$ cat src/pkg/gpbd_pkg.sv
// Constants shared by the graphics port bridge decode block
package gpbd_pkg;

	// ----------------------------------------------------------------
	// Configuration offsets (byte addresses)
	// ----------------------------------------------------------------
	localparam logic [7:0] OFF_IO_BASE   = 8'h1c;
	localparam logic [7:0] OFF_IO_LIMIT  = 8'h1d;
	localparam logic [7:0] OFF_NP_BASE   = 8'h20;
	localparam logic [7:0] OFF_NP_LIMIT  = 8'h22;
	localparam logic [7:0] OFF_PF_BASE   = 8'h24;
	localparam logic [7:0] OFF_PF_LIMIT  = 8'h26;
	localparam logic [7:0] OFF_BCTRL     = 8'h3e;
	localparam logic [7:0] OFF_ERRCMD    = 8'h40;

	// ----------------------------------------------------------------
	// Reset values and writable-bit masks
	// ----------------------------------------------------------------
	localparam logic [7:0]  RST_IO_BASE   = 8'hf0;
	localparam logic [7:0]  RST_IO_LIMIT  = 8'h00;
	localparam logic [15:0] RST_WIN_BASE  = 16'hfff0;
	localparam logic [15:0] RST_WIN_LIMIT = 16'h0000;
	localparam logic [7:0]  RST_BCTRL     = 8'h00;
	localparam logic [7:0]  RST_ERRCMD    = 8'h00;
	localparam logic [7:0]  IO_WMASK      = 8'hf0;
	localparam logic [15:0] WIN_WMASK     = 16'hfff0;
	localparam logic [7:0]  BCTRL_WMASK   = 8'h0d;
	localparam logic [7:0]  ERRCMD_WMASK  = 8'h01;

	// ----------------------------------------------------------------
	// Field positions
	// ----------------------------------------------------------------
	localparam int BC_PARITY_RESP = 0;
	localparam int BC_ISA_FILTER  = 2;
	localparam int BC_VGA_ROUTE   = 3;
	localparam int BC_MA_MODE     = 5;
	localparam int BC_SEC_RESET   = 6;
	localparam int BC_BACK_TO_BACK = 7;
	localparam int EC_TA_REPORT   = 0;

	// ----------------------------------------------------------------
	// Legacy ranges and fixed data
	// ----------------------------------------------------------------
	localparam logic [31:0] VGA_MEM_LO    = 32'h000a0000;
	localparam logic [31:0] VGA_MEM_HI    = 32'h000bffff;
	localparam logic [9:0]  VGA_IO_A_LO   = 10'h3b0;
	localparam logic [9:0]  VGA_IO_A_HI   = 10'h3bb;
	localparam logic [9:0]  VGA_IO_B_LO   = 10'h3c0;
	localparam logic [9:0]  VGA_IO_B_HI   = 10'h3df;
	localparam logic [9:0]  ISA_TAIL_LO   = 10'h100;
	localparam logic [19:0] MEM_LOW_ZERO  = 20'h00000;
	localparam logic [19:0] MEM_LOW_ONES  = 20'hfffff;
	localparam logic [11:0] IO_LOW_ZERO   = 12'h000;
	localparam logic [11:0] IO_LOW_ONES   = 12'hfff;
	localparam logic [31:0] ABORT_RDATA   = 32'hffffffff;

endpackage

$ cat src/gpbd_bridge_decode.sv
// Address routing, configuration registers and error control of the graphics port bridge
//
// How it works
// - Memory inside prefetchable base..limit, bits 31:20 compared, goes to graphics port.
// - Base comparison takes the low twenty address bits as zero.
// - Limit comparison takes the low twenty address bits as all ones.
// - Prefetch base/limit: only upper twelve bits writable, low four read zero.
// - Reset: prefetch base fff0, limit 0000, so no window decodes.
// - Back-to-back enable bit reads zero and ignores writes.
// - Secondary bus reset bit reads zero; never resets the port.
// - Master abort: drop write data, return all ones on read; mode reads zero.
// - VGA routing set: memory 0a0000-0bffff goes to graphics port.
// - VGA routing set: I/O 3b0-3bb, 3c0-3df on low ten bits, aliases match.
// - VGA forwarding ignores base/limit windows and the ISA filter.
// - VGA routing clear by reset: legacy ranges go to hub unless windowed.
// - ISA filter set: windowed I/O in last 768 bytes per KB goes to hub.
// - ISA filter clear: every I/O cycle inside the window goes to port.
// - Parity response and system-error enable: port parity error sends hub SERR.
// - Parity response clear: no SERR for parity; other errors still signal.
// - No parity error pin on the port; reporting only through hub messages.
// - Target abort report bit plus global enable: SERR per received target abort.
// - I/O inside base..limit on bits 15:12 goes to graphics port.
// - Non-prefetchable window also forwards memory with 1-MB granularity.
`timescale 1ns/10ps

module gpbd_bridge_decode (
	input  wire logic        i_mclk,
	input  wire logic        i_rst_n,
	input  wire logic        i_cfg_wr,
	input  wire logic        i_cfg_rd,
	input  wire logic [7:0]  i_cfg_addr,
	input  wire logic [7:0]  i_cfg_wdata,
	input  wire logic        i_device_system_error_enable,
	input  wire logic        i_req_valid,
	input  wire logic        i_req_is_io,
	input  wire logic [31:0] i_req_addr,
	input  wire logic        i_port_master_abort,
	input  wire logic        i_port_master_abort_read,
	input  wire logic        i_port_parity_error,
	input  wire logic        i_port_target_abort,
	input  wire logic        i_other_error,
	output logic      [7:0]  o_cfg_rdata,
	output logic             o_cfg_rvalid,
	output logic             o_route_valid,
	output logic             o_route_to_port,
	output logic             o_abort_rdata_valid,
	output logic      [31:0] o_abort_rdata,
	output logic             o_abort_write_dropped,
	output logic             o_serr_msg
);

	// ----------------------------------------------------------------
	// Configuration registers
	// ----------------------------------------------------------------
	logic [7:0]  io_base_q,  io_base_d;
	logic [7:0]  io_limit_q, io_limit_d;
	logic [15:0] np_base_q,  np_base_d;
	logic [15:0] np_limit_q, np_limit_d;
	logic [15:0] pf_base_q,  pf_base_d;
	logic [15:0] pf_limit_q, pf_limit_d;
	logic [7:0]  bctrl_q,    bctrl_d;
	logic [7:0]  errcmd_q,   errcmd_d;
	logic [7:0]  cfg_rdata_q, cfg_rdata_d;
	logic        cfg_rvalid_q, cfg_rvalid_d;

	// Byte-wide writes; masks keep fixed bits at their reset zero
	always_comb begin
		io_base_d   = io_base_q;
		io_limit_d  = io_limit_q;
		np_base_d   = np_base_q;
		np_limit_d  = np_limit_q;
		pf_base_d   = pf_base_q;
		pf_limit_d  = pf_limit_q;
		bctrl_d     = bctrl_q;
		errcmd_d    = errcmd_q;
		if (i_cfg_wr) begin
			case (i_cfg_addr)
				gpbd_pkg::OFF_IO_BASE:      io_base_d  = i_cfg_wdata & gpbd_pkg::IO_WMASK;
				gpbd_pkg::OFF_IO_LIMIT:     io_limit_d = i_cfg_wdata & gpbd_pkg::IO_WMASK;
				gpbd_pkg::OFF_NP_BASE:      np_base_d[7:0]   = i_cfg_wdata & gpbd_pkg::WIN_WMASK[7:0];
				8'(gpbd_pkg::OFF_NP_BASE + 1):  np_base_d[15:8]  = i_cfg_wdata;
				gpbd_pkg::OFF_NP_LIMIT:     np_limit_d[7:0]  = i_cfg_wdata & gpbd_pkg::WIN_WMASK[7:0];
				8'(gpbd_pkg::OFF_NP_LIMIT + 1): np_limit_d[15:8] = i_cfg_wdata;
				gpbd_pkg::OFF_PF_BASE:      pf_base_d[7:0]   = i_cfg_wdata & gpbd_pkg::WIN_WMASK[7:0];
				8'(gpbd_pkg::OFF_PF_BASE + 1):  pf_base_d[15:8]  = i_cfg_wdata;
				gpbd_pkg::OFF_PF_LIMIT:     pf_limit_d[7:0]  = i_cfg_wdata & gpbd_pkg::WIN_WMASK[7:0];
				8'(gpbd_pkg::OFF_PF_LIMIT + 1): pf_limit_d[15:8] = i_cfg_wdata;
				// Bits 7:5 are hardwired zero, so writes there are lost
				gpbd_pkg::OFF_BCTRL:        bctrl_d  = i_cfg_wdata & gpbd_pkg::BCTRL_WMASK;
				gpbd_pkg::OFF_ERRCMD:       errcmd_d = i_cfg_wdata & gpbd_pkg::ERRCMD_WMASK;
				default: ;
			endcase
		end
	end

	// Read mux; unmapped offsets return zero
	always_comb begin
		cfg_rvalid_d = i_cfg_rd;
		cfg_rdata_d  = 8'h00;
		if (i_cfg_rd) begin
			case (i_cfg_addr)
				gpbd_pkg::OFF_IO_BASE:      cfg_rdata_d = io_base_q;
				gpbd_pkg::OFF_IO_LIMIT:     cfg_rdata_d = io_limit_q;
				gpbd_pkg::OFF_NP_BASE:      cfg_rdata_d = np_base_q[7:0];
				8'(gpbd_pkg::OFF_NP_BASE + 1):  cfg_rdata_d = np_base_q[15:8];
				gpbd_pkg::OFF_NP_LIMIT:     cfg_rdata_d = np_limit_q[7:0];
				8'(gpbd_pkg::OFF_NP_LIMIT + 1): cfg_rdata_d = np_limit_q[15:8];
				gpbd_pkg::OFF_PF_BASE:      cfg_rdata_d = pf_base_q[7:0];
				8'(gpbd_pkg::OFF_PF_BASE + 1):  cfg_rdata_d = pf_base_q[15:8];
				gpbd_pkg::OFF_PF_LIMIT:     cfg_rdata_d = pf_limit_q[7:0];
				8'(gpbd_pkg::OFF_PF_LIMIT + 1): cfg_rdata_d = pf_limit_q[15:8];
				gpbd_pkg::OFF_BCTRL:        cfg_rdata_d = bctrl_q;
				gpbd_pkg::OFF_ERRCMD:       cfg_rdata_d = errcmd_q;
				default:                    cfg_rdata_d = 8'h00;
			endcase
		end
	end

	// Windows start closed: base above limit until software writes both
	always_ff @(posedge i_mclk or negedge i_rst_n) begin
		if (!i_rst_n) begin
			io_base_q    <= gpbd_pkg::RST_IO_BASE;
			io_limit_q   <= gpbd_pkg::RST_IO_LIMIT;
			np_base_q    <= gpbd_pkg::RST_WIN_BASE;
			np_limit_q   <= gpbd_pkg::RST_WIN_LIMIT;
			pf_base_q    <= gpbd_pkg::RST_WIN_BASE;
			pf_limit_q   <= gpbd_pkg::RST_WIN_LIMIT;
			bctrl_q      <= gpbd_pkg::RST_BCTRL;
			errcmd_q     <= gpbd_pkg::RST_ERRCMD;
			cfg_rdata_q  <= 8'h00;
			cfg_rvalid_q <= 1'b0;
		end else begin
			io_base_q    <= io_base_d;
			io_limit_q   <= io_limit_d;
			np_base_q    <= np_base_d;
			np_limit_q   <= np_limit_d;
			pf_base_q    <= pf_base_d;
			pf_limit_q   <= pf_limit_d;
			bctrl_q      <= bctrl_d;
			errcmd_q     <= errcmd_d;
			cfg_rdata_q  <= cfg_rdata_d;
			cfg_rvalid_q <= cfg_rvalid_d;
		end
	end

	// ----------------------------------------------------------------
	// Address decode
	// ----------------------------------------------------------------
	logic vga_on, isa_on;
	logic pf_hit, np_hit, io_hit, isa_tail, vga_mem_hit, vga_io_hit;
	logic route_valid_q, route_valid_d;
	logic route_port_q, route_port_d;

	assign vga_on = bctrl_q[gpbd_pkg::BC_VGA_ROUTE];
	assign isa_on = bctrl_q[gpbd_pkg::BC_ISA_FILTER];

	// Window bounds widened with zero / all-ones low bits
	assign pf_hit = (i_req_addr >= {pf_base_q[15:4], gpbd_pkg::MEM_LOW_ZERO}) &&
		(i_req_addr <= {pf_limit_q[15:4], gpbd_pkg::MEM_LOW_ONES});
	assign np_hit = (i_req_addr >= {np_base_q[15:4], gpbd_pkg::MEM_LOW_ZERO}) &&
		(i_req_addr <= {np_limit_q[15:4], gpbd_pkg::MEM_LOW_ONES});
	assign io_hit = (i_req_addr[15:0] >= {io_base_q[7:4], gpbd_pkg::IO_LOW_ZERO}) &&
		(i_req_addr[15:0] <= {io_limit_q[7:4], gpbd_pkg::IO_LOW_ONES});
	// Only the first 256 bytes of each KB are true I/O; the rest aliases ISA
	assign isa_tail = (i_req_addr[9:0] >= gpbd_pkg::ISA_TAIL_LO);
	assign vga_mem_hit = (i_req_addr >= gpbd_pkg::VGA_MEM_LO) &&
		(i_req_addr <= gpbd_pkg::VGA_MEM_HI);
	// Bits 15:10 are not looked at, so every alias matches
	assign vga_io_hit = ((i_req_addr[9:0] >= gpbd_pkg::VGA_IO_A_LO) &&
		(i_req_addr[9:0] <= gpbd_pkg::VGA_IO_A_HI)) ||
		((i_req_addr[9:0] >= gpbd_pkg::VGA_IO_B_LO) &&
		(i_req_addr[9:0] <= gpbd_pkg::VGA_IO_B_HI));

	// VGA term is ORed outside the window/filter terms so it overrides them
	always_comb begin
		route_valid_d = i_req_valid;
		route_port_d  = 1'b0;
		if (i_req_valid) begin
			if (i_req_is_io) begin
				route_port_d = (vga_on && vga_io_hit) ||
					(io_hit && !(isa_on && isa_tail));
			end else begin
				route_port_d = (vga_on && vga_mem_hit) || pf_hit || np_hit;
			end
		end
	end

	always_ff @(posedge i_mclk or negedge i_rst_n) begin
		if (!i_rst_n) begin
			route_valid_q <= 1'b0;
			route_port_q  <= 1'b0;
		end else begin
			route_valid_q <= route_valid_d;
			route_port_q  <= route_port_d;
		end
	end

	// ----------------------------------------------------------------
	// Master abort completion and error messaging
	// ----------------------------------------------------------------
	logic        ab_rvalid_q, ab_rvalid_d;
	logic [31:0] ab_rdata_q, ab_rdata_d;
	logic        ab_wdrop_q, ab_wdrop_d;
	logic        serr_q, serr_d;

	// Parity is reported only as a hub message; no pin exists for it
	always_comb begin
		ab_rvalid_d = i_port_master_abort && i_port_master_abort_read;
		ab_wdrop_d  = i_port_master_abort && !i_port_master_abort_read;
		ab_rdata_d  = ab_rvalid_d ? gpbd_pkg::ABORT_RDATA : 32'h00000000;
		serr_d      = i_device_system_error_enable && (
			(bctrl_q[gpbd_pkg::BC_PARITY_RESP] && i_port_parity_error) ||
			(errcmd_q[gpbd_pkg::EC_TA_REPORT] && i_port_target_abort) ||
			i_other_error);
	end

	always_ff @(posedge i_mclk or negedge i_rst_n) begin
		if (!i_rst_n) begin
			ab_rvalid_q <= 1'b0;
			ab_rdata_q  <= 32'h00000000;
			ab_wdrop_q  <= 1'b0;
			serr_q      <= 1'b0;
		end else begin
			ab_rvalid_q <= ab_rvalid_d;
			ab_rdata_q  <= ab_rdata_d;
			ab_wdrop_q  <= ab_wdrop_d;
			serr_q      <= serr_d;
		end
	end

	// Outputs, all from flip-flops
	assign o_cfg_rdata           = cfg_rdata_q;
	assign o_cfg_rvalid          = cfg_rvalid_q;
	assign o_route_valid         = route_valid_q;
	assign o_route_to_port       = route_port_q;
	assign o_abort_rdata_valid   = ab_rvalid_q;
	assign o_abort_rdata         = ab_rdata_q;
	assign o_abort_write_dropped = ab_wdrop_q;
	assign o_serr_msg            = serr_q;
endmodule

$ cat config.mk
export PLATFORM = sky130hd
export DESIGN_NAME = gpbd_bridge_decode
export DESIGN_NICKNAME = d
export VERILOG_FILES = /design/src/pkg/gpbd_pkg.sv /design/src/gpbd_bridge_decode.sv
export SDC_FILE = /design/constraint.sdc
export NUM_CORES = 1
export LEC_CHECK = 0
export ABC_CLOCK_PERIOD_IN_PS = 2300
export BUFFER_PORTS_ARGS = -buffer_cell sky130_fd_sc_hd__buf_2
export CELL_PAD_IN_SITES_DETAIL_PLACEMENT = 0
export CELL_PAD_IN_SITES_GLOBAL_PLACEMENT = 1
export CORE_MARGIN = 1
export CORE_UTILIZATION = 40
export DETAILED_ROUTE_END_ITERATION = 8
export PLACE_DENSITY_LB_ADDON = 0.2
export REMOVE_ABC_BUFFERS = 1
export SLEW_MARGIN = 10
export SYNTH_ARGS = -nofsm -noshare
export SYNTH_HDL_FRONTEND = slang
export SYNTH_SLANG_ARGS = --single-unit
$ cat constraint.sdc
create_clock -name i_mclk -period 2.3 [get_ports i_mclk]
set_clock_uncertainty 0.05 [all_clocks]
set_input_delay 0.115 -clock i_mclk [delete_from_list [all_inputs] [get_ports i_mclk]]
set_output_delay 0.115 -clock i_mclk [all_outputs]
set_load 0.01 [all_outputs]
==> flow_metrics.py, run 1 <==
metrics = {
    "sta": {
        "fmax_mhz": 465,
        "tightest_slew_ns": 0.930,
        "grt_setup_unrepaired": "false",
        "post-route-period-util": 0.935,
        "finalHoldViolCount": 0,
        "slew_headroom": 0.380,
        "hold-worst-slack_ns": 0.0108,
        "finalMaxSlewViolations": 0,
        "setup_violations": 0,
        "fin_crit_ns": 2.15,
    },
    "route": {
        "post_drt_wl_per_cell_um": 18.4,
        "drc": 0,
        "viasPerCell": 5.32,
        "drtIter0Drc": 161,
        "vias": 4202,
        "first_pass_iters": 4,
        "wirelength_um": 14600,
        "drtAntennaViolNets": 0,
    },
    "synth": {
        "synth-simple-area-share": 0.129,
        "synth_adder_area_share": 0.139,
        "synthTopCellsByArea": "dfrtp_1, dfstp_2, ha_1",
        "post-synth-top-count-cell": "mux2_2",
        "synth-xor-area-share": 0,
        "synth_top_family_by_area": "multiplexers",
        "synth_ff_type": "dfrtp_1",
        "synth.yosys.seq_area_share": 0.374,
        "syn_inst": 511,
        "synth.top_cell.area_share": 0.228,
        "synth_common_cells": "mux2_2, ha_1, inv_1",
        "ys_types": 45,
        "syn_area_mm2": 0.00504,
        "synth_compound_area_frac": 0.113,
        "yosysWarnings": 0,
        "async_flop_share": 1.00,
        "synth.avg_cell_area_um2": 9.87,
        "synth_edf_count": 0,
        "synth_seq_cells": 74,
        "synthMuxAreaShare": 0.146,
        "synth_area_leader_cell": "dfrtp_1",
    },
    "power": {
        "vdd_drop_max_mv": 0.309,
        "leakage_uw": 0.00278,
        "powerDensity_mw_per_mm2": 554,
    },
    "global_route": {
        "track_usage": 0.236,
        "grt_pass1_vias": 4147,
        "grt_pass1_wl_um": 22700,
        "antenna_found_initial": 0,
        "overflow": 0,
        "grt_max_degree": 70,
    },
    "hold_path": {
        "hold_depth": 2,
        "holdPathEnd": "pf_limit_q[9]",
        "hp-class": "in -> reg",
        "min-delay-start": "i_cfg_wdata[1]",
    },
    "floorplanning": {
        "coreArea_mm2": 0.0122,
        "io_pins": 106,
        "die_x_um": 114,
        "rows": 40,
        "die_area_mm2": 0.0131,
        "initial_core_util": 0.415,
        "dieHeight_um": 114,
    },
    "critical_path": {
        "worstPathMaxFanout": 3,
        "crit_type": "reg -> reg",
        "startpoint_type": "register",
        "reg2reg_slack_ns": 0.15,
        "critPathArrivalTime_ns": 2.33,
        "required_ns": 2.48,
        "worst_r2r_path_depth": 8,
        "crit_chain": "inv_1 -> ha_1 -> a21o_1 -> a21o_1 -> a21oi_2 -> o21ai_0 -> o32a_1 -> o221a_2",
        "slowest_stage": "dfstp_2",
        "crit_family": "compound AO/OA/AOI/OAI gates",
        "cpMostUsedCell": "a21o_1",
        "reg2reg_to": "o_route_to_port",
        "slowest_delay_ns": 0.54,
        "worstReg2RegStart": "np_base_q[13]",
        "worstPathBufferInverterCount": 1,
        "crit_cells": 8,
        "crit_path_end_kind": "register",
    },
    "placement": {
        "hpwl_um": 11400,
        "port_buffers": 105,
        "numPlacedInstances": 766,
        "gp_congestion": 0.842,
    },
    "layout": {
        "antenna_cells": 0,
        "multi_input_area_mm2": 0.00267,
        "final.fill_count": 1136,
        "layout.cells.non_filler": 790,
        "seqCellArea_mm2": 0.00189,
        "area.growth.synth_to_final_pct": 20.4,
        "drive_gt1_frac": 0.386,
        "nets": 733,
    },
    "clocking": {
        "clk_pin_slew_worst_paths_ns": 0.06,
        "cts_tree": "built",
        "cts.path.max_buffers": 2,
        "cts_buffers": 9,
        "cts_root_buf": "clkbuf_16",
        "cts_max_level": 3,
        "insertion_delay_ns": 0.35,
        "cts.sinks": 74,
    },
    "run_status": {
        "status": "completed",
    },
    "job": {
        "drv_cap": 0,
    },
}
==> layout by cell type, fill, tap and decap left out, types with 3 or more instances in the layout <==
cell type / n
and3_1: 4
nor2_1: 12
nor3_1: 6
or4_1: 3
mux2i_1: 4
dlygate4sd3_1: 8
a22o_1: 3
a21o_1: 6
dfstp_2: 28
nand3_1: 20
a221oi_1: 6
a22oi_1: 4
nand2_1: 39
dfrtp_1: 46
nor4_1: 9
nand4_1: 19
nor2b_1: 7
clkbuf_16: 9
mux2_2: 62
o21ai_0: 20
buf_4: 28
a222oi_1: 3
a21oi_1: 27
buf_2: 104
inv_1: 56
clkinv_2: 3
ha_1: 56
==> metal layers <==
| layer | track usage | part of all wire | wire (µm) | vias up |
|---|---|---|---|---|
| li1 | - | - | - | 2035 |
| met5 | 0 | 0 | 0 | - |
| met2 | 0.371 | 0.45 | 6610 | 92 |
| met1 | 0.318 | 0.48 | 6970 | 2049 |
| met3 | 0.0424 | 0.040 | 581 | 26 |
| met4 | 0.107 | 0.028 | 405 | 0 |
==> worst register-to-register path, stage by stage, from the launching register on <==
cell     delay [ns]
dfstp_2        0.54
inv_1          0.04
ha_1           0.28
a21o_1         0.16
a21o_1         0.18
a21oi_2        0.18
o21ai_0        0.13
o32a_1         0.19
o221a_2        0.28
==> final cells by class <==
cell class / count / share of cell area
clock inverter: 5 / 0.00886
inverter: 56 / 0.0346
multi-input combinational: 336 / 0.439
clock buffer: 11 / 0.0383
sequential: 74 / 0.311
tap: 168 / 0.0346
timing repair buffer: 140 / 0.134
==> sequential cells by signal, indices dropped and copies added, names as in the netlist <==
| register | count |
|---|---|
| bctrl_q | 3 |
| errcmd_q | 1 |
| io_base_q | 4 |
| io_limit_q | 4 |
| np_base_q | 12 |
| np_limit_q | 12 |
| o_abort_rdata | 1 |
| o_abort_write_dropped | 1 |
| o_cfg_rdata | 8 |
| o_cfg_rvalid | 1 |
| o_route_to_port | 1 |
| o_route_valid | 1 |
| o_serr_msg | 1 |
| pf_base_q | 12 |
| pf_limit_q | 12 |
==> where the power goes <==
group | internal [µW] | total [µW] | switching, µW
sequential | 1380 | 1430 | 51.2
combinational | 241 | 542 | 301
clock | 838 | 1390 | 551
==> metrics by stage <==
stage	util	setup TNS, ns	setup slack, ns	area [µm²]	total power [µW]
final	0.499	0	0.150	6070	3360
after global placement	0.468	-0.111	-0.111	5690	1960
after CTS	0.498	0	0.108	6060	3400
after global routing	0.499	0	0.00167	6070	3520
after floorplan	-	-3.89	-0.118	4750	1690
after detailed placement	0.468	-0.180	-0.180	5690	1980
==> worst max-delay path by stage <==
stage	slack, ns	to	startpoint
3_5_place_dp	-0.18	o_route_to_port	i_req_addr[7]
3_3_place_gp	-0.11	o_route_to_port	i_req_addr[9]
5_1_grt	0.002	o_route_to_port	pf_limit_q[7]
6_report	0.15	o_route_to_port	np_base_q[13]
4_1_cts	0.11	o_route_to_port	np_base_q[13]
2_1_floorplan	-0.12	o_abort_rdata[0]	o_abort_rdata[30]
==> cell families after synthesis <==
group / after synthesis
compound gates: 87
fa+ha+maj: 56
buf+inv: 101
flops: 74
mux: 66
simple gates: 127
==> repair_timing <==
| action | in CTS | in global routing |
|---|---|---|
| endpoints found under the hold margin | 52 | 0 |
| setup buffers | 0 | 0 |
| hold buffers | 8 | 0 |
| endpoints found under the setup margin | 0 | 1 |
| resized for setup | 0 | 1 |
No activity file was read; power rests on OpenSTA's default activity.
==> inputs of run 2 (changes only) <==
- CTS_BUF_LIST: unset -> sky130_fd_sc_hd__clkbuf_8 sky130_fd_sc_hd__clkbuf_16
==> run 2 against run 1 <==
  * Flip-flop and latch count unchanged
  * Sequential share of layout area unchanged
  * Register-to-register slack barely moved
  * Combinational power hardly changed
  * Routed wire length did not move
  * Sequential power about the same
  * Utilization did not move
  * Cell area unchanged
  * Cell count unchanged
  * Worst hold slack about the same
  * First-iteration DRC count unchanged
  * Critical path depth unchanged
  * Critical path type unchanged
  * Critical endpoint unchanged
  * Largest power group unchanged
  * Highest routed layer unchanged
==> flow_metrics.py, run 2 (synthesis gave the netlist of run 1 again) <==
metrics = {
    "floorplanning": {
        "coreArea_mm2": 0.0122,
        "dieHeight_um": 114,
        "die_x_um": 114,
        "io_pins": 106,
        "initial_core_util": 0.415,
        "rows": 40,
        "die_area_mm2": 0.0131,
    },
    "hold_path": {
        "hp-class": "in -> reg",
    },
    "placement": {
        "port_buffers": 105,
        "placed_cell_area_mm2": 0.00569,
        "hpwl_um": 11400,
        "gp_congestion": 0.842,
        "numPlacedInstances": 766,
    },
    "sta": {
        "slew_headroom": 0.382,
        "finalHoldViolCount": 0,
        "tns_ns": 0,
        "post-route-period-util": 0.933,
        "fmax_mhz": 466,
        "fin_crit_ns": 2.15,
        "grt_setup_unrepaired": "false",
        "tightest_slew_ns": 0.927,
        "setup_violations": 0,
        "finalMaxSlewViolations": 0,
    },
    "route": {
        "first_pass_iters": 4,
        "wirelength_um": 14600,
        "post_drt_wl_per_cell_um": 18.4,
        "drc": 0,
        "drtAntennaViolNets": 0,
        "drtIter0Drc": 161,
        "viasPerCell": 5.30,
        "vias": 4187,
    },
    "power": {
        "powerDensity_mw_per_mm2": 552,
        "leakage_uw": 0.00279,
        "vdd_drop_max_mv": 0.309,
    },
    "clocking": {
        "cts_max_level": 3,
        "insertion_delay_ns": 0.35,
        "cts_buffers": 9,
        "cts_root_buf": "clkbuf_16",
        "clk_pin_slew_worst_paths_ns": 0.06,
        "post_cts_buffers": 0,
        "cts.sinks": 74,
        "cts.path.max_buffers": 2,
        "cts_tree": "built",
    },
    "layout": {
        "final_common_cell": "buf_2",
        "antenna_cells": 0,
        "nets": 733,
        "final_cell_mix": "buf_2, mux2_2, inv_1",
        "area.growth.synth_to_final_pct": 20.4,
        "layout.cells.non_filler": 790,
        "drive_gt1_frac": 0.386,
        "design_area_mm2": 0.00607,
    },
    "critical_path": {
        "crit_path_end_kind": "register",
        "crit_type": "reg -> reg",
        "critPathArrivalTime_ns": 2.33,
        "required_ns": 2.48,
        "startpoint_type": "register",
        "worstPathMaxFanout": 3,
    },
    "global_route": {
        "track_usage": 0.236,
        "antenna_found_initial": 0,
        "gr-max-usage-layer": "met2",
        "grt_pass1_vias": 4147,
        "grt_max_degree": 70,
        "use_met1": 0.318,
        "overflow": 0,
        "met3_usage": 0.0424,
        "grt_pass1_wl_um": 22700,
        "grt_util_met2": 0.371,
    },
    "job": {
        "drv_cap": 0,
    },
    "run_status": {
        "status": "completed",
    },
}
-- run 2: layout make-up --
type / instances / area, µm²
fillers: 1136 / 6090
multi-input cells: 336 / 2670
flip-flops and latches: 74 / 1890
repair buffers: 140 / 811
clock buffers: 9 / 225
inverters: 56 / 210
well taps: 168 / 210
clock inverters: 7 / 61.3
-- run 2: final timing paths --
kind | slack [ns] | cells past startpoint | end | from
setup / recovery | 0.15 | 8 | o_route_to_port | np_base_q[13]
max in group asynchronous | 1.09 | 3 | np_base_q[15] | i_rst_n
setup reg to reg | 0.15 | 8 | o_route_to_port | np_base_q[13]
min in group asynchronous | 0.38 | 2 | io_limit_q[7] | i_rst_n
hold / removal | 0.01 | 2 | pf_limit_q[9] | i_cfg_wdata[1]
hold reg to reg | 0.46 | 1 | pf_limit_q[5] | pf_limit_q[5]
-- run 2: worst max-delay path, stage by stage (launching register included) --
cell and delay (ns):
dfstp_2 0.54, inv_1 0.04, ha_1 0.28, a21o_1 0.16, a21o_1 0.18, a21oi_2 0.18, o21ai_0 0.13, o32a_1 0.19
o221a_2 0.28
-- run 2: through the flow --
stage	setup WS [ns]	util	hold WS [ns]	total power, µW
after floorplan	-0.118	-	-0.231	1690
after global placement	-0.111	0.468	0.199	1960
after global routing	0.00167	0.499	0.0155	3510
after CTS	0.108	0.498	0.000349	3390
after detailed placement	-0.180	0.468	0.200	1980
final	0.154	0.499	0.0111	3350
-- run 2: where the power goes --
| group | switching [µW] | internal [µW] | leakage, µW | total, µW |
|---|---|---|---|---|
| registers | 51.0 | 1380 | 0.000917 | 1430 |
| clock network | 553 | 829 | 0.000152 | 1380 |
| logic | 300 | 241 | 0.00172 | 541 |
| total | 904 | 2450 | 0.00279 | 3350 |
-- run 2: metal layers --
metal,wire length (µm),share of wire
met4,392,0.027
met1,7030,0.48
met2,6580,0.45
met5,0,0
met3,561,0.039
-- run 2: repair_timing --
action                                 CTS  global route
hold buffers                             8             0
gates resized for setup                  0             1
setup endpoints to repair                0             1
endpoints found under the hold margin   52             0
==> inputs of run 3 (changes only) <==
- BUFFER_PORTS_ARGS: -buffer_cell sky130_fd_sc_hd__buf_2 -> -buffer_cell sky130_fd_sc_hd__buf_4
- HOLD_SLACK_MARGIN: unset -> 0.1
- TNS_END_PERCENT: unset -> 30
==> run 3 against run 2 <==
  * Utilization up 2.6 points
  * Sequential power about the same
  * Flip-flop and latch count unchanged
  * Highest routed layer unchanged
  * Setup slack worse by 0.0017 ns
  * First-iteration DRC count up 61%
  * Routed wire length up 0.98%
  * Count of clock-buffer cells in the layout up 1
==> flow_metrics.py, run 3 (synthesis gave the netlist of run 1 again) <==
metrics = {
    "sta": {
        "fin_crit_ns": 2.15,
        "hold-worst-slack_ns": 0.145,
        "fmax_mhz": 466,
        "finalHoldViolCount": 0,
        "tightest_slew_ns": 0.981,
        "post-route-period-util": 0.934,
        "slew_headroom": 0.346,
        "finalMaxSlewViolations": 0,
        "setup_violations": 0,
        "grt_setup_unrepaired": "false",
    },
    "placement": {
        "numPlacedInstances": 757,
        "port_buffers": 105,
        "gp_congestion": 0.856,
        "hpwl_um": 11300,
    },
    "clocking": {
        "cts.path.max_buffers": 2,
        "cts_buffers": 9,
        "cts_max_level": 3,
        "cts_tree": "built",
        "cts_root_buf": "clkbuf_16",
        "cts.sinks": 74,
        "insertion_delay_ns": 0.35,
        "clk_pin_slew_worst_paths_ns": 0.06,
    },
    "floorplanning": {
        "die_x_um": 114,
        "dieHeight_um": 114,
        "io_pins": 106,
        "rows": 40,
        "die_area_mm2": 0.0131,
        "initial_core_util": 0.415,
        "coreArea_mm2": 0.0122,
    },
    "route": {
        "post_drt_wl_per_cell_um": 18.6,
        "vias": 4229,
        "drc": 0,
        "drtIter0Drc": 260,
        "viasPerCell": 5.36,
        "drtAntennaViolNets": 0,
        "wirelength_um": 14700,
        "first_pass_iters": 5,
    },
    "global_route": {
        "grt_util_met2": 0.368,
        "grt_pass1_wl_um": 22300,
        "antenna_found_initial": 0,
        "overflow": 0,
        "use_met1": 0.313,
        "grt_pass1_vias": 4138,
        "gr-max-usage-layer": "met2",
        "track_usage": 0.233,
        "grt_max_degree": 75,
        "met3_usage": 0.0455,
    },
    "critical_path": {
        "cpMostUsedCell": "a21o_1",
        "worstPathMaxFanout": 3,
        "crit_type": "reg -> reg",
        "slowest_delay_ns": 0.54,
        "crit_path_end_kind": "register",
        "crit_chain": "inv_1 -> ha_1 -> a21o_1 -> a21o_1 -> a21oi_2 -> o21ai_0 -> o32a_1 -> o221a_2",
        "critPathArrivalTime_ns": 2.33,
        "startpoint_type": "register",
        "slowest_stage": "dfstp_2",
        "worstReg2RegStart": "np_base_q[13]",
        "required_ns": 2.48,
        "crit_start": "np_base_q[13]",
    },
    "layout": {
        "drive_gt1_frac": 0.375,
        "layout.cells.non_filler": 789,
        "area.growth.synth_to_final_pct": 26.6,
        "nets": 732,
        "final_common_cell": "buf_4",
        "antenna_cells": 0,
        "final_cell_mix": "buf_4, mux2_2, inv_1, ha_1, dfrtp_1",
        "finish.utilization": 0.525,
    },
    "power": {
        "p_int_uw": 2650,
        "sw_frac_of_total": 0.263,
        "p_switching_uw": 945,
        "vdd_drop_max_mv": 0.445,
        "power_frac_seq": 0.398,
        "clockPowerShare": 0.438,
        "pwr-share-comb": 0.165,
        "leakage_uw": 0.00284,
        "powerDensity_mw_per_mm2": 563,
    },
    "job": {
        "drv_cap": 0,
    },
    "hold_path": {
        "hp-class": "in -> reg",
        "min-delay-start": "i_cfg_addr[1]",
    },
    "run_status": {
        "status": "completed",
    },
}
[run 3: cell types whose count changed in the layout (fill, tap and decap cells not counted), moves of 2 or more]
cell / delta
clkinv_2: -2
inv_1: -2
dlygate4sd3_1: +8
clkinvlp_4: +2
buf_2: -104
buf_4: +95
[run 3: final timing paths]
kind,cells past startpoint,slack [ns],to
min in group asynchronous,2,0.39,io_limit_q[7]
min,3,0.15,o_cfg_rdata[7]
max,8,0.15,o_route_to_port
min reg2reg,1,0.46,pf_limit_q[5]
max in group asynchronous,2,1.14,o_cfg_rdata[3]
max reg2reg,8,0.15,o_route_to_port
[run 3: layout make-up]
| cell class | instances | area (µm²) |
|---|---|---|
| timing repair buffer | 139 | 1080 |
| fill | 1158 | 5780 |
| inverter | 56 | 210 |
| sequential | 74 | 1890 |
| clock buffer | 10 | 239 |
| tap | 168 | 210 |
| clock inverter | 6 | 88.8 |
| multi-input combinational | 336 | 2670 |
[run 3: worst max-delay path, delay by kind of cell (launching register included)]
family / cells / cell delay, ns
compound gates: 6 / 1.12
fa+ha+maj: 1 / 0.28
buf+inv: 1 / 0.04
flops: 1 / 0.54
[run 3: per-layer routing]
layer / wire length, µm / vias up
li1: - / 2036
met5: 0 / -
met3: 720 / 19
met2: 6910 / 115
met1: 6780 / 2059
met4: 292 / 0
[run 3: stage by stage]
stage          TNS (ns)  total power, µW  instance area [µm²]  worst slack, ns
3_5_place_dp     -0.180             2020                 5890           -0.180
2_1_floorplan     -3.89             1690                 4750           -0.118
6_report              0             3590                 6380            0.153
4_1_cts               0             3620                 6370            0.121
3_3_place_gp     -0.117             2000                 5890           -0.117
5_1_grt               0             3750                 6380           0.0222
[run 3: repair_timing]
| item | 4_1_cts | 5_1_grt |
|---|---|---|
| endpoints found under the hold margin | 109 | 0 |
| setup endpoints to repair | 0 | 1 |
| hold buffers | 16 | 0 |
| gates resized for setup | 0 | 2 |
| setup buffers | 0 | 0 |
[run 3: power by group through the flow]
stage                     logic (µW)  registers [µW]  clock network, µW
after floorplan                  241            1450                  0
after global placement           553            1450                  0
after detailed placement         569            1450                  0
after CTS                        593            1430               1600
after global routing             663            1440               1650
final                            592            1430               1570
